`src/vtpc_pkg.sv`:
```
// Shared constants and carrier types for the video test pattern control block.
// Assumes an 8-bit register port and a single 100 MHz clock.
package vtpc_pkg;
    localparam logic [7:0] PAT_CTRL_OFS = 8'h64;
    localparam logic [7:0] PAT_CFG_OFS = 8'h65;
    localparam logic [7:0] IND_INDEX_OFS = 8'h66;
    localparam logic [7:0] IND_DATA_OFS = 8'h67;
    localparam logic [7:0] PAT_CTRL_RST = 8'h10;
    localparam logic [7:0] PAT_CFG_RST = 8'h00;
    localparam logic [7:0] IND_INDEX_RST = 8'h00;
    // Bit positions of the configuration register and the control register enable bit.
    localparam int CFG_BITS18 = 4;
    localparam int CFG_EXTCLK = 3;
    localparam int CFG_TSEL = 2;
    localparam int CFG_INVERT = 1;
    localparam int CFG_SCROLL = 0;
    localparam int CTRL_ENABLE = 0;
    // Indirect register indices.
    localparam int IND_FTC = 0;
    localparam int IND_HTOT = 1;
    localparam int IND_VTOT = 3;
    localparam int IND_HACT = 5;
    localparam int IND_VACT = 7;
    localparam int IND_HSW = 9;
    localparam int IND_VSW = 10;
    localparam int IND_HBP = 11;
    localparam int IND_VBP = 12;
    localparam int IND_SYNC = 13;
    localparam int IND_MASK = 14;
    localparam int IND_DEPTH = 16;
    // Reset image of the indirect space, index 15 in the top byte.
    localparam logic [127:0] IND_RST = {8'h3F, 8'hFE, 8'h00, 8'h02, 8'h02, 8'h01, 8'h02,
        8'h00, 8'h06, 8'h00, 8'h08, 8'h00, 8'h0C, 8'h00, 8'h10, 8'h01};
    localparam int CLK_DIV_DEFAULT = 4;
    localparam logic [23:0] MASK18 = 24'hFCFCFC;

    typedef struct packed {
        logic de;
        logic hs;
        logic vs;
    } vtpc_sync_t;

    typedef struct packed {
        logic [11:0] htot;
        logic [11:0] vtot;
        logic [11:0] hact;
        logic [11:0] vact;
        logic [7:0] hsw;
        logic [7:0] vsw;
        logic [7:0] hbp;
        logic [7:0] vbp;
        logic hs_pol;
        logic vs_pol;
    } vtpc_geom_t;
endpackage : vtpc_pkg

```
`src/vtpc_timing.sv`:
```
// Internal raster timing counters for the test pattern generator.
// Assumes tick is a one-cycle pixel strobe on mclk and geometry is held steady.
module vtpc_timing (
    input wire logic mclk, // System clock.
    input wire logic rst, // Asynchronous reset, active high.
    input wire logic run, // Counters run while high.
    input wire logic tick, // Pixel strobe.
    input vtpc_pkg::vtpc_geom_t geom, // Programmed frame geometry.
    output vtpc_pkg::vtpc_sync_t sync_o, // Generated timing.
    output logic frame_start, // Pulse at the first pixel of a frame.
    output logic [11:0] hpos, // Active column.
    output logic [11:0] vpos // Active line.
);
    logic [11:0] hcnt_reg;
    logic [11:0] vcnt_reg;
    logic [11:0] hstart;
    logic [11:0] vstart;
    logic h_act;
    logic v_act;

    assign hstart = 12'(geom.hsw) + 12'(geom.hbp);
    assign vstart = 12'(geom.vsw) + 12'(geom.vbp);
    assign h_act = (hcnt_reg >= hstart) && (hcnt_reg < 12'(hstart + geom.hact));
    assign v_act = (vcnt_reg >= vstart) && (vcnt_reg < 12'(vstart + geom.vact));

    always_ff @(posedge mclk or posedge rst) begin
        if (rst) begin
            hcnt_reg <= 12'h000;
            vcnt_reg <= 12'h000;
        end else if (!run) begin
            hcnt_reg <= 12'h000;
            vcnt_reg <= 12'h000;
        end else if (tick) begin
            if (hcnt_reg >= 12'(geom.htot - 12'h001)) begin
                hcnt_reg <= 12'h000;
                vcnt_reg <= (vcnt_reg >= 12'(geom.vtot - 12'h001)) ? 12'h000 :
                    12'(vcnt_reg + 12'h001);
            end else begin
                hcnt_reg <= 12'(hcnt_reg + 12'h001);
            end
        end
    end

    always_ff @(posedge mclk or posedge rst) begin
        if (rst) begin
            sync_o <= '0;
            frame_start <= 1'b0;
            hpos <= 12'h000;
            vpos <= 12'h000;
        end else begin
            frame_start <= run && tick && (hcnt_reg == 12'h000) && (vcnt_reg == 12'h000);
            if (tick) begin
                sync_o.de <= run && h_act && v_act;
                sync_o.hs <= run && ((hcnt_reg < 12'(geom.hsw)) ^ geom.hs_pol);
                sync_o.vs <= run && ((vcnt_reg < 12'(geom.vsw)) ^ geom.vs_pol);
                hpos <= 12'(hcnt_reg - hstart);
                vpos <= 12'(vcnt_reg - vstart);
            end
        end
    end
endmodule : vtpc_timing

```
`src/vtpc_top.sv`:
```
// Video test pattern control: register file, indirect window, clock and timing select,
// pattern choice with auto-scroll and colour inversion.
// Assumes host video pins are asynchronous to mclk and far slower than it.
//
// Overview of operation
// - Timing select high: generate own timing from programmed geometry registers.
// - Timing select low: follow host pixel clock, data enable and syncs.
// - Internal timing: clock source bit picks host pixel clock or divided clock.
// - Clock source bit has no effect while external timing is selected.
// - Invert bit high outputs inverted colours, low outputs normal colours.
// - Auto-scroll advances to next enabled pattern after frame count frames.
// - Auto-scroll off keeps the selected pattern unchanged.
// - Indirect data write stores value in the register the index selects.
// - Indirect data read returns the selected register; index keeps its value.
// - Pattern output only while enable bit is set; otherwise disabled.
// - Fixed pattern select field is ignored while auto-scroll is active.
module vtpc_top #(
    parameter int CLK_DIV = vtpc_pkg::CLK_DIV_DEFAULT // Internal pixel divider.
) (
    input wire logic mclk, // System clock, 100 MHz.
    input wire logic rst, // Asynchronous reset, active high.
    input wire logic reg_wr, // Register write strobe.
    input wire logic reg_rd, // Register read strobe.
    input wire logic [7:0] reg_addr, // Register address.
    input wire logic [7:0] reg_wdata, // Register write data.
    output logic [7:0] reg_rdata, // Register read data, one cycle after reg_rd.
    input wire logic pix_clk, // Host pixel clock pin.
    input wire logic pix_de, // Host data enable pin.
    input wire logic pix_hs, // Host horizontal sync pin.
    input wire logic pix_vs, // Host vertical sync pin.
    output logic [23:0] rgb_o, // Pattern colour.
    output vtpc_pkg::vtpc_sync_t sync_o, // Pattern timing.
    output logic pixel_strobe // Pulse when rgb_o and sync_o update while the enable bit is set.
);
    logic [7:0] ctrl_reg;
    logic [7:0] cfg_reg;
    logic [7:0] index_reg;
    logic [7:0] ind_mem [vtpc_pkg::IND_DEPTH];
    logic [7:0] ind_rd;
    logic [3:0] pin_s1_reg;
    logic [3:0] pin_s2_reg;
    logic pclk_d_reg;
    logic vs_d_reg;
    logic ext_tick;
    logic [7:0] div_reg;
    logic div_tick;
    logic tick;
    logic en;
    logic tsel;
    vtpc_pkg::vtpc_geom_t geom;
    vtpc_pkg::vtpc_sync_t int_sync;
    vtpc_pkg::vtpc_sync_t ext_sync;
    vtpc_pkg::vtpc_sync_t cur_sync;
    logic int_frame;
    logic ext_frame;
    logic frame_start;
    logic [11:0] int_h;
    logic [11:0] int_v;
    logic [11:0] ext_h_reg;
    logic [11:0] ext_v_reg;
    logic de_d_reg;
    logic [11:0] hpos;
    logic [11:0] vpos;
    logic [3:0] cur_pat_reg;
    logic [7:0] frame_cnt_reg;
    logic [15:0] pat_mask;
    logic scroll_due;
    logic [23:0] raw_colour;
    logic [23:0] fin_colour;

    function automatic logic [3:0] next_pattern(input logic [3:0] cur, input logic [15:0] mask);
        logic [3:0] cand;
        logic found;
        next_pattern = cur;
        found = 1'b0;
        for (int i = 1; i < 16; i++) begin
            cand = 4'(cur + 4'(i));
            if (!found && mask[cand]) begin
                next_pattern = cand;
                found = 1'b1;
            end
        end
    endfunction : next_pattern

    // Scaled patterns use the low byte of the position, so a ramp repeats every 256 pixels.
    function automatic logic [23:0] pattern_colour(input logic [3:0] sel,
        input logic [7:0] hl, input logic [7:0] vl);
        case (sel)
            4'h1: pattern_colour = 24'hFFFFFF;
            4'h2: pattern_colour = 24'h000000;
            4'h3: pattern_colour = 24'hFF0000;
            4'h4: pattern_colour = 24'h00FF00;
            4'h5: pattern_colour = 24'h0000FF;
            4'h6: pattern_colour = {hl, hl, hl};
            4'h7: pattern_colour = {hl, 8'h00, 8'h00};
            4'h8: pattern_colour = {8'h00, hl, 8'h00};
            4'h9: pattern_colour = {8'h00, 8'h00, hl};
            4'hA: pattern_colour = {vl, vl, vl};
            4'hB: pattern_colour = {vl, 8'h00, 8'h00};
            4'hC: pattern_colour = {8'h00, vl, 8'h00};
            4'hD: pattern_colour = {8'h00, 8'h00, vl};
            default: pattern_colour = 24'h000000;
        endcase
    endfunction : pattern_colour

    assign en = ctrl_reg[vtpc_pkg::CTRL_ENABLE];
    assign tsel = cfg_reg[vtpc_pkg::CFG_TSEL];
    assign ind_rd = (index_reg < 8'(vtpc_pkg::IND_DEPTH)) ? ind_mem[index_reg[3:0]] : 8'h00;

    // Register writes.
    always_ff @(posedge mclk or posedge rst) begin
        if (rst) begin
            ctrl_reg <= vtpc_pkg::PAT_CTRL_RST;
            cfg_reg <= vtpc_pkg::PAT_CFG_RST;
            index_reg <= vtpc_pkg::IND_INDEX_RST;
        end else if (reg_wr) begin
            if (reg_addr == vtpc_pkg::PAT_CTRL_OFS) begin
                ctrl_reg <= {reg_wdata[7:4], 3'b000, reg_wdata[0]};
            end else if (reg_addr == vtpc_pkg::PAT_CFG_OFS) begin
                cfg_reg <= {3'b000, reg_wdata[4:0]};
            end else if (reg_addr == vtpc_pkg::IND_INDEX_OFS) begin
                index_reg <= reg_wdata;
            end
        end
    end

    always_ff @(posedge mclk or posedge rst) begin
        if (rst) begin
            for (int i = 0; i < vtpc_pkg::IND_DEPTH; i++) begin
                ind_mem[i] <= vtpc_pkg::IND_RST[i*8 +: 8];
            end
        end else if (reg_wr && (reg_addr == vtpc_pkg::IND_DATA_OFS) &&
            (index_reg < 8'(vtpc_pkg::IND_DEPTH))) begin
            ind_mem[index_reg[3:0]] <= reg_wdata;
        end
    end

    always_ff @(posedge mclk or posedge rst) begin
        if (rst) begin
            reg_rdata <= 8'h00;
        end else if (reg_rd) begin
            if (reg_addr == vtpc_pkg::PAT_CTRL_OFS) begin
                reg_rdata <= ctrl_reg;
            end else if (reg_addr == vtpc_pkg::PAT_CFG_OFS) begin
                reg_rdata <= cfg_reg;
            end else if (reg_addr == vtpc_pkg::IND_INDEX_OFS) begin
                reg_rdata <= index_reg;
            end else if (reg_addr == vtpc_pkg::IND_DATA_OFS) begin
                reg_rdata <= ind_rd;
            end else begin
                reg_rdata <= 8'h00;
            end
        end
    end

    assign geom.htot = {ind_mem[vtpc_pkg::IND_HTOT+1][3:0], ind_mem[vtpc_pkg::IND_HTOT]};
    assign geom.vtot = {ind_mem[vtpc_pkg::IND_VTOT+1][3:0], ind_mem[vtpc_pkg::IND_VTOT]};
    assign geom.hact = {ind_mem[vtpc_pkg::IND_HACT+1][3:0], ind_mem[vtpc_pkg::IND_HACT]};
    assign geom.vact = {ind_mem[vtpc_pkg::IND_VACT+1][3:0], ind_mem[vtpc_pkg::IND_VACT]};
    assign geom.hsw = ind_mem[vtpc_pkg::IND_HSW];
    assign geom.vsw = ind_mem[vtpc_pkg::IND_VSW];
    assign geom.hbp = ind_mem[vtpc_pkg::IND_HBP];
    assign geom.vbp = ind_mem[vtpc_pkg::IND_VBP];
    assign geom.hs_pol = ind_mem[vtpc_pkg::IND_SYNC][0];
    assign geom.vs_pol = ind_mem[vtpc_pkg::IND_SYNC][1];
    assign pat_mask = {ind_mem[vtpc_pkg::IND_MASK+1], ind_mem[vtpc_pkg::IND_MASK]};

    // Host pins are synchronised first; edges are taken from the second stage onward.
    always_ff @(posedge mclk or posedge rst) begin
        if (rst) begin
            pin_s1_reg <= 4'h0;
            pin_s2_reg <= 4'h0;
            pclk_d_reg <= 1'b0;
            vs_d_reg <= 1'b0;
        end else begin
            pin_s1_reg <= {pix_clk, pix_de, pix_hs, pix_vs};
            pin_s2_reg <= pin_s1_reg;
            pclk_d_reg <= pin_s2_reg[3];
            vs_d_reg <= pin_s2_reg[0];
        end
    end

    assign ext_tick = pin_s2_reg[3] && !pclk_d_reg;
    assign ext_sync = '{de: pin_s2_reg[2], hs: pin_s2_reg[1], vs: pin_s2_reg[0]};
    assign ext_frame = pin_s2_reg[0] && !vs_d_reg;

    always_ff @(posedge mclk or posedge rst) begin
        if (rst) begin
            div_reg <= 8'h00;
        end else begin
            div_reg <= div_tick ? 8'h00 : 8'(div_reg + 8'h01);
        end
    end

    assign div_tick = (div_reg >= 8'(CLK_DIV - 1));
    // The clock source bit is only looked at under internal timing.
    assign tick = (tsel && !cfg_reg[vtpc_pkg::CFG_EXTCLK]) ?
        div_tick : ext_tick;

    vtpc_timing u_timing (
        .mclk(mclk),
        .rst(rst),
        .run(en && tsel),
        .tick(tick),
        .geom(geom),
        .sync_o(int_sync),
        .frame_start(int_frame),
        .hpos(int_h),
        .vpos(int_v)
    );

    // Positions under external timing are counted from data enable.
    always_ff @(posedge mclk or posedge rst) begin
        if (rst) begin
            ext_h_reg <= 12'h000;
            ext_v_reg <= 12'h000;
            de_d_reg <= 1'b0;
        end else begin
            de_d_reg <= ext_sync.de;
            if (ext_frame) begin
                ext_v_reg <= 12'h000;
            end else if (de_d_reg && !ext_sync.de) begin
                ext_v_reg <= 12'(ext_v_reg + 12'h001);
            end
            if (!ext_sync.de) begin
                ext_h_reg <= 12'h000;
            end else if (ext_tick) begin
                ext_h_reg <= 12'(ext_h_reg + 12'h001);
            end
        end
    end

    assign cur_sync = tsel ? int_sync : ext_sync;
    assign frame_start = tsel ? int_frame : ext_frame;
    assign hpos = tsel ? int_h : ext_h_reg;
    assign vpos = tsel ? int_v : ext_v_reg;

    // A frame count of zero is treated as one so the scroll cannot stall.
    assign scroll_due = frame_start && en && cfg_reg[vtpc_pkg::CFG_SCROLL] &&
        (8'(frame_cnt_reg + 8'h01) >= ind_mem[vtpc_pkg::IND_FTC]);

    always_ff @(posedge mclk or posedge rst) begin
        if (rst) begin
            cur_pat_reg <= vtpc_pkg::PAT_CTRL_RST[7:4];
            frame_cnt_reg <= 8'h00;
        end else if (!cfg_reg[vtpc_pkg::CFG_SCROLL]) begin
            cur_pat_reg <= ctrl_reg[7:4];
            frame_cnt_reg <= 8'h00;
        end else if (scroll_due) begin
            cur_pat_reg <= next_pattern(cur_pat_reg, pat_mask);
            frame_cnt_reg <= 8'h00;
        end else if (frame_start && en) begin
            frame_cnt_reg <= 8'(frame_cnt_reg + 8'h01);
        end
    end

    assign raw_colour = pattern_colour(cur_pat_reg, hpos[7:0], vpos[7:0]) &
        (cfg_reg[vtpc_pkg::CFG_BITS18] ? vtpc_pkg::MASK18 : 24'hFFFFFF);
    assign fin_colour = cfg_reg[vtpc_pkg::CFG_INVERT] ? ~raw_colour : raw_colour;

    always_ff @(posedge mclk or posedge rst) begin
        if (rst) begin
            rgb_o <= 24'h000000;
            sync_o <= '0;
            pixel_strobe <= 1'b0;
        end else begin
            pixel_strobe <= tick && en;
            if (tick) begin
                rgb_o <= (en && cur_sync.de) ? fin_colour : 24'h000000;
                sync_o <= en ? cur_sync : '0;
            end
        end
    end
endmodule : vtpc_top

```
`config.mk`:
```
export PLATFORM = sky130hd
export DESIGN_NAME = vtpc_top
export DESIGN_NICKNAME = d
export VERILOG_FILES = /design/src/vtpc_pkg.sv /design/src/vtpc_timing.sv /design/src/vtpc_top.sv
export SDC_FILE = /design/constraint.sdc
export NUM_CORES = 1
export LEC_CHECK = 0
export BUFFER_PORTS_ARGS = -buffer_cell sky130_fd_sc_hd__buf_2
export CORE_AREA = 2 2 211 161
export DETAILED_ROUTE_END_ITERATION = 8
export DIE_AREA = 0 0 213 163
export PLACE_DENSITY_LB_ADDON = 0.08
export SYNTH_ARGS = -nofsm -noshare
export SYNTH_HDL_FRONTEND = slang
export SYNTH_HIERARCHICAL = 1
export SYNTH_SLANG_ARGS = --single-unit
```
`constraint.sdc`:
```
create_clock -name mclk -period 20.2 [get_ports mclk]
set_clock_uncertainty 0.2 [all_clocks]
set_input_delay 3.03 -clock mclk [delete_from_list [all_inputs] [get_ports mclk]]
set_output_delay 3.03 -clock mclk [all_outputs]
set_load 0.005 [all_outputs]
```
# Yosys cells after proc, flatten, opt, wreduce, memory -nomap -nowiden
# Index checks and enable logic that the tools add are counted.
dict set report op_classes {
  add_sub_neg 29
  magnitude_cmp 28
  n_eq_ne 22
  mux 125
  bitwise_logic 7
  reduce_logical 62
}
# cell count
set op_table {}
lappend op_table {{$pmux 24 s12} 1}
lappend op_table {{$mux 12} 11}
lappend op_table {{$bwmux 128} 1}
lappend op_table {{$mux 8} 14}
lappend op_table {{$lt 4x5->1 const B} 15}
lappend op_table {{$mux 4} 17}
lappend op_table {{$bmux 1 s4} 15}
lappend op_table {{$mux 1} 59}
lappend op_table {{$add 12x1->12 const B} 4}
lappend op_table {{$mux 24} 2}
lappend op_table {{$logic_and 1x1->1} 36}
lappend op_table {{$add 4x4->4 const B} 8}
lappend op_table {{$bmux 8 s4} 1}
lappend op_table {{$demux 8 s4} 1}
lappend op_table {{$eq 8x7->1 const B} 4}
lappend op_table {{$add 9x12->12} 2}
lappend op_table {{$and 24x24->24} 1}
lappend op_table {{$eq 4x4->1 const B} 6}
lappend op_table {{$ge 12x12->1} 2}
lappend op_table {{$ge 12x9->1} 2}
lappend op_table {{$logic_not 12->1} 2}
lappend op_table {{$lt 12x12->1} 2}
lappend op_table {{$lt 12x8->1} 2}
lappend op_table {{$not 24->24} 1}
lappend op_table {{29 further kinds} 64}
dict set report word_totals {
  reg_bits 281
  output_inout_bits 36
  word_cells 316
}

# Longest topological paths before layout
dict set report depth {
  ltp_word 78
  ltp_mapped 19
  ltp_nobuf 19
}

# Hierarchy
# The synthesis kept the hierarchy.
# mod instances cells_per_inst area_each_um2 seq_area_each_um2
set by_module_without_submodules {}
lappend by_module_without_submodules {vtpc_top 1 1073 13087.6 5763.0}
lappend by_module_without_submodules {vtpc_timing 1 726 6272.3 1301.2}

# Worst setup path before layout
# No wires, ideal clock.
dict set report synth_path {
  kind {input to register}
  start {in reg_addr[4]}
  end {reg ind_mem, in the netlist geom[12]}
  setup_time_ns 0.125
  arrival_time_ns 5.067
  setup_slack_ns 14.809
  path_stages 7
  path_cell_list {nand4bb_1 nor3b_1 nand3_1 inv_1 nand3_1 nor3_1 mux2_2}
}
dict set report synth_between {
  elab_chain_cells 3
}
# element line_no
set synth_rtl {}
lappend synth_rtl {{start: declaration} vtpc_top.sv:24} ;# input wire logic [7:0] reg_addr,
lappend synth_rtl {{$eq 8x7->1} vtpc_top.sv:132} ;# end else if (reg_wr && (reg_addr == vtpc_pkg::IND_DATA_OFS) &&
lappend synth_rtl {{$logic_and 1x1->1 (2 in series)} vtpc_top.sv:132}
lappend synth_rtl {{end signal: indexed assignment} vtpc_top.sv:130} ;# ind_mem[i] <= vtpc_pkg::IND_RST[i*8 +: 8];
lappend synth_rtl {{end signal: indexed assignment} vtpc_top.sv:134} ;# ind_mem[index_reg[3:0]] <= reg_wdata;
lappend synth_rtl {{end: declaration} vtpc_top.sv:38} ;# logic [7:0] ind_mem [vtpc_pkg::IND_DEPTH];
# No other way between the ends.
# A chain may end at the register's enable or synchronous reset.

# Final worst setup path
dict set report layout_path {
  start {in reg_addr[4]}
  end {reg ind_mem, in the netlist geom[10]}
}
# Same word-level chain as after synthesis.

==> reports/results.txt <==
layout cells sized above 1 - 22.36%
GP Congestion - 0.9433
CP arrival - 6.19 ns
worst slack, placed - 13.87 ns
R2R Path End - cur_pat_reg[1]
Synth-to-Final Area Change - 8.412%
worst min path class - flip-flop to flip-flop
final period utilization - 29.46%
clock tree buffer depth - 3
Worst Setup Start Kind - primary input
final hold vios - 0
most used cell along the critical path - nand3_1
leakage - 9.550 nW
I/O Buffers - 59
Max Freq - 0.1681 GHz
worst slew pin tran - 1.290 ns
hold_buf cts - 0
Internal Power - 0.9428 mW
Crit Path Category - primary input to flip-flop
worst hold slack - 0.1495 ns
1st-iter DRT viols - 1542
Crit. End Element - flip-flop
die area - 0.03472 sq mm
largest net degree at the start of global routing - 147
Die W - 213 microns
max reg flops - 82
Worst path max stage delay - 1.03 ns
Synth Area per Inst - 10.82 sq um
routed vias/inst - 6.387
DP Wirelength - 39260 microns
Core Area - 0.03287 sq mm
R2R cell count - 11
crit path max fanout - 8
Post-CTS Setup Bufs - 0
CTS Buf Count - 27
grt ovf - 0
power per cell area - 62.68 mW/mm^2
Slowest-stage cell, CP - nor3_1
DR DRC count - 0
1st-pass router iterations - 6
CP Cell Sequence - buf_2 > nand4bb_1 > nor3b_1 > nand3_1 > inv_1 > nand3_1 > nor3_1 > mux2_2
reg2reg start - cur_pat_reg[0]
Sw Ratio - 26.62%
die height - 163 microns
sequential share of power - 44.5%
Critical Path Start - reg_addr[4]
clock share of power - 42.2%
Worst slew margin - 13.37%
# setup viols final - 0
flop2flop setup slack - 14.81 ns
Top Ports - 60
min Tclk post-route - 5.951 ns
cells after synthesis - 1748
synthesized area - 0.01891 sq mm
antenna-violating nets left - 0
maxcap violations - 0
post-layout util - 62.35%
crit path to - geom[10]
Peak VDD IR - 0.07434 mV
fin. max-slew vios - 0
RSZ-0062 raised after global routing - false
htree depth - 1
cell row count - 58
Initial Util - 57.51%
vias in the first global route - 13580
antenna violations before repair - 1
Sink Count - 273
status - completed
Setup TNS - 0 ns
routed wire length - 52910 microns
worst-skew pair later-pin latency - 0.55 ns
Final Worst Setup Slack - 14.25 ns
Required @ worst endpoint - 20.44 ns
DR WL/cell - 23.48 microns
routed via count - 14390
fillcell total - 2637
Clk pin slew, worst setup/hold paths - 0.07 ns
net switching power - 0.3420 mW
NumNets Final - 1958
post-cts sizing count - 0
global-route wire length before repair - 81140 microns
TritonCTS clock tree - done
CTS Root Cell - clkbuf_16
GRT Resource Usage Total - 30.83%
DP Area - 0.01955 sq mm
Final Cell Area - 0.02050 sq mm
combinational power share - 13.3%
Synth Warn # - 6
## worst min-delay path by stage
stage / from / end / cells past startpoint
after CTS: pin_s1_reg[3] / pin_s2_reg[3] / 0
after detailed placement: pin_s1_reg[1] / pin_s2_reg[1] / 0
after global routing: pin_s1_reg[1] / pin_s2_reg[1] / 0
after floorplan: pin_s1_reg[0] / pin_s2_reg[0] / 0
after global placement: pin_s1_reg[2] / pin_s2_reg[2] / 0
final: pin_s1_reg[3] / pin_s2_reg[3] / 0
## power groups by stage
stage               combinational [mW]  clock (mW)  sequential [mW]
finish                           0.170       0.543            0.572
global route                     0.185       0.573            0.573
floorplan                        0.129           0            0.575
detailed placement               0.167           0            0.582
CTS                              0.168       0.552            0.572
global placement                 0.167           0            0.581
## metal layers
metal  vias to the layer above  wire [microns]  share of wire [%]  GRT usage, %
li1                       6560               -                  -             -
met1                      7134           24570                 46         47.13
met2                       622           22280                 42         44.63
met3                        73            5083                9.6         7.192
met4                         0             981                1.9         5.976
met5                         -               0                  0             0
## placed cells by master (no fill, tap or decap), drive strengths merged, types with 36 or more instances in the layout
master  count
a21oi      70
a22o       38
buf        71
clkbuf     36
dfrtp     247
ha        147
inv        84
mux2      177
mux4       62
nand2     103
nor2       86
o21ai      86
xnor2      81
xor2       47
## critical path, delay by kind of cell
family	cells	cell delay [ns]
buf+inv	2	0.27
mux	1	0.44
simple gates	5	2.44
## stage by stage
step,instances,power (mW)
2_1_floorplan,1753,0.7032
3_3_place_gp,2202,0.7479
3_5_place_dp,2202,0.7484
4_1_cts,2252,1.291
5_1_grt,2252,1.331
6_report,2253,1.285
## area by class of cell
class / instances / area, sq um / area share [%]
repair buffers: 71 / 385.4 / 1.880
well taps: 450 / 563.0 / 2.747
inverters: 82 / 315.3 / 1.538
clock inverters: 14 / 205.2 / 1.001
flip-flops and latches: 273 / 6865 / 33.50
clock buffers: 36 / 739.5 / 3.608
diodes: 1 / 2.502 / 0.01221
multi-input cells: 1326 / 11420 / 55.72
No activity file was read; power rests on OpenSTA's default activity.
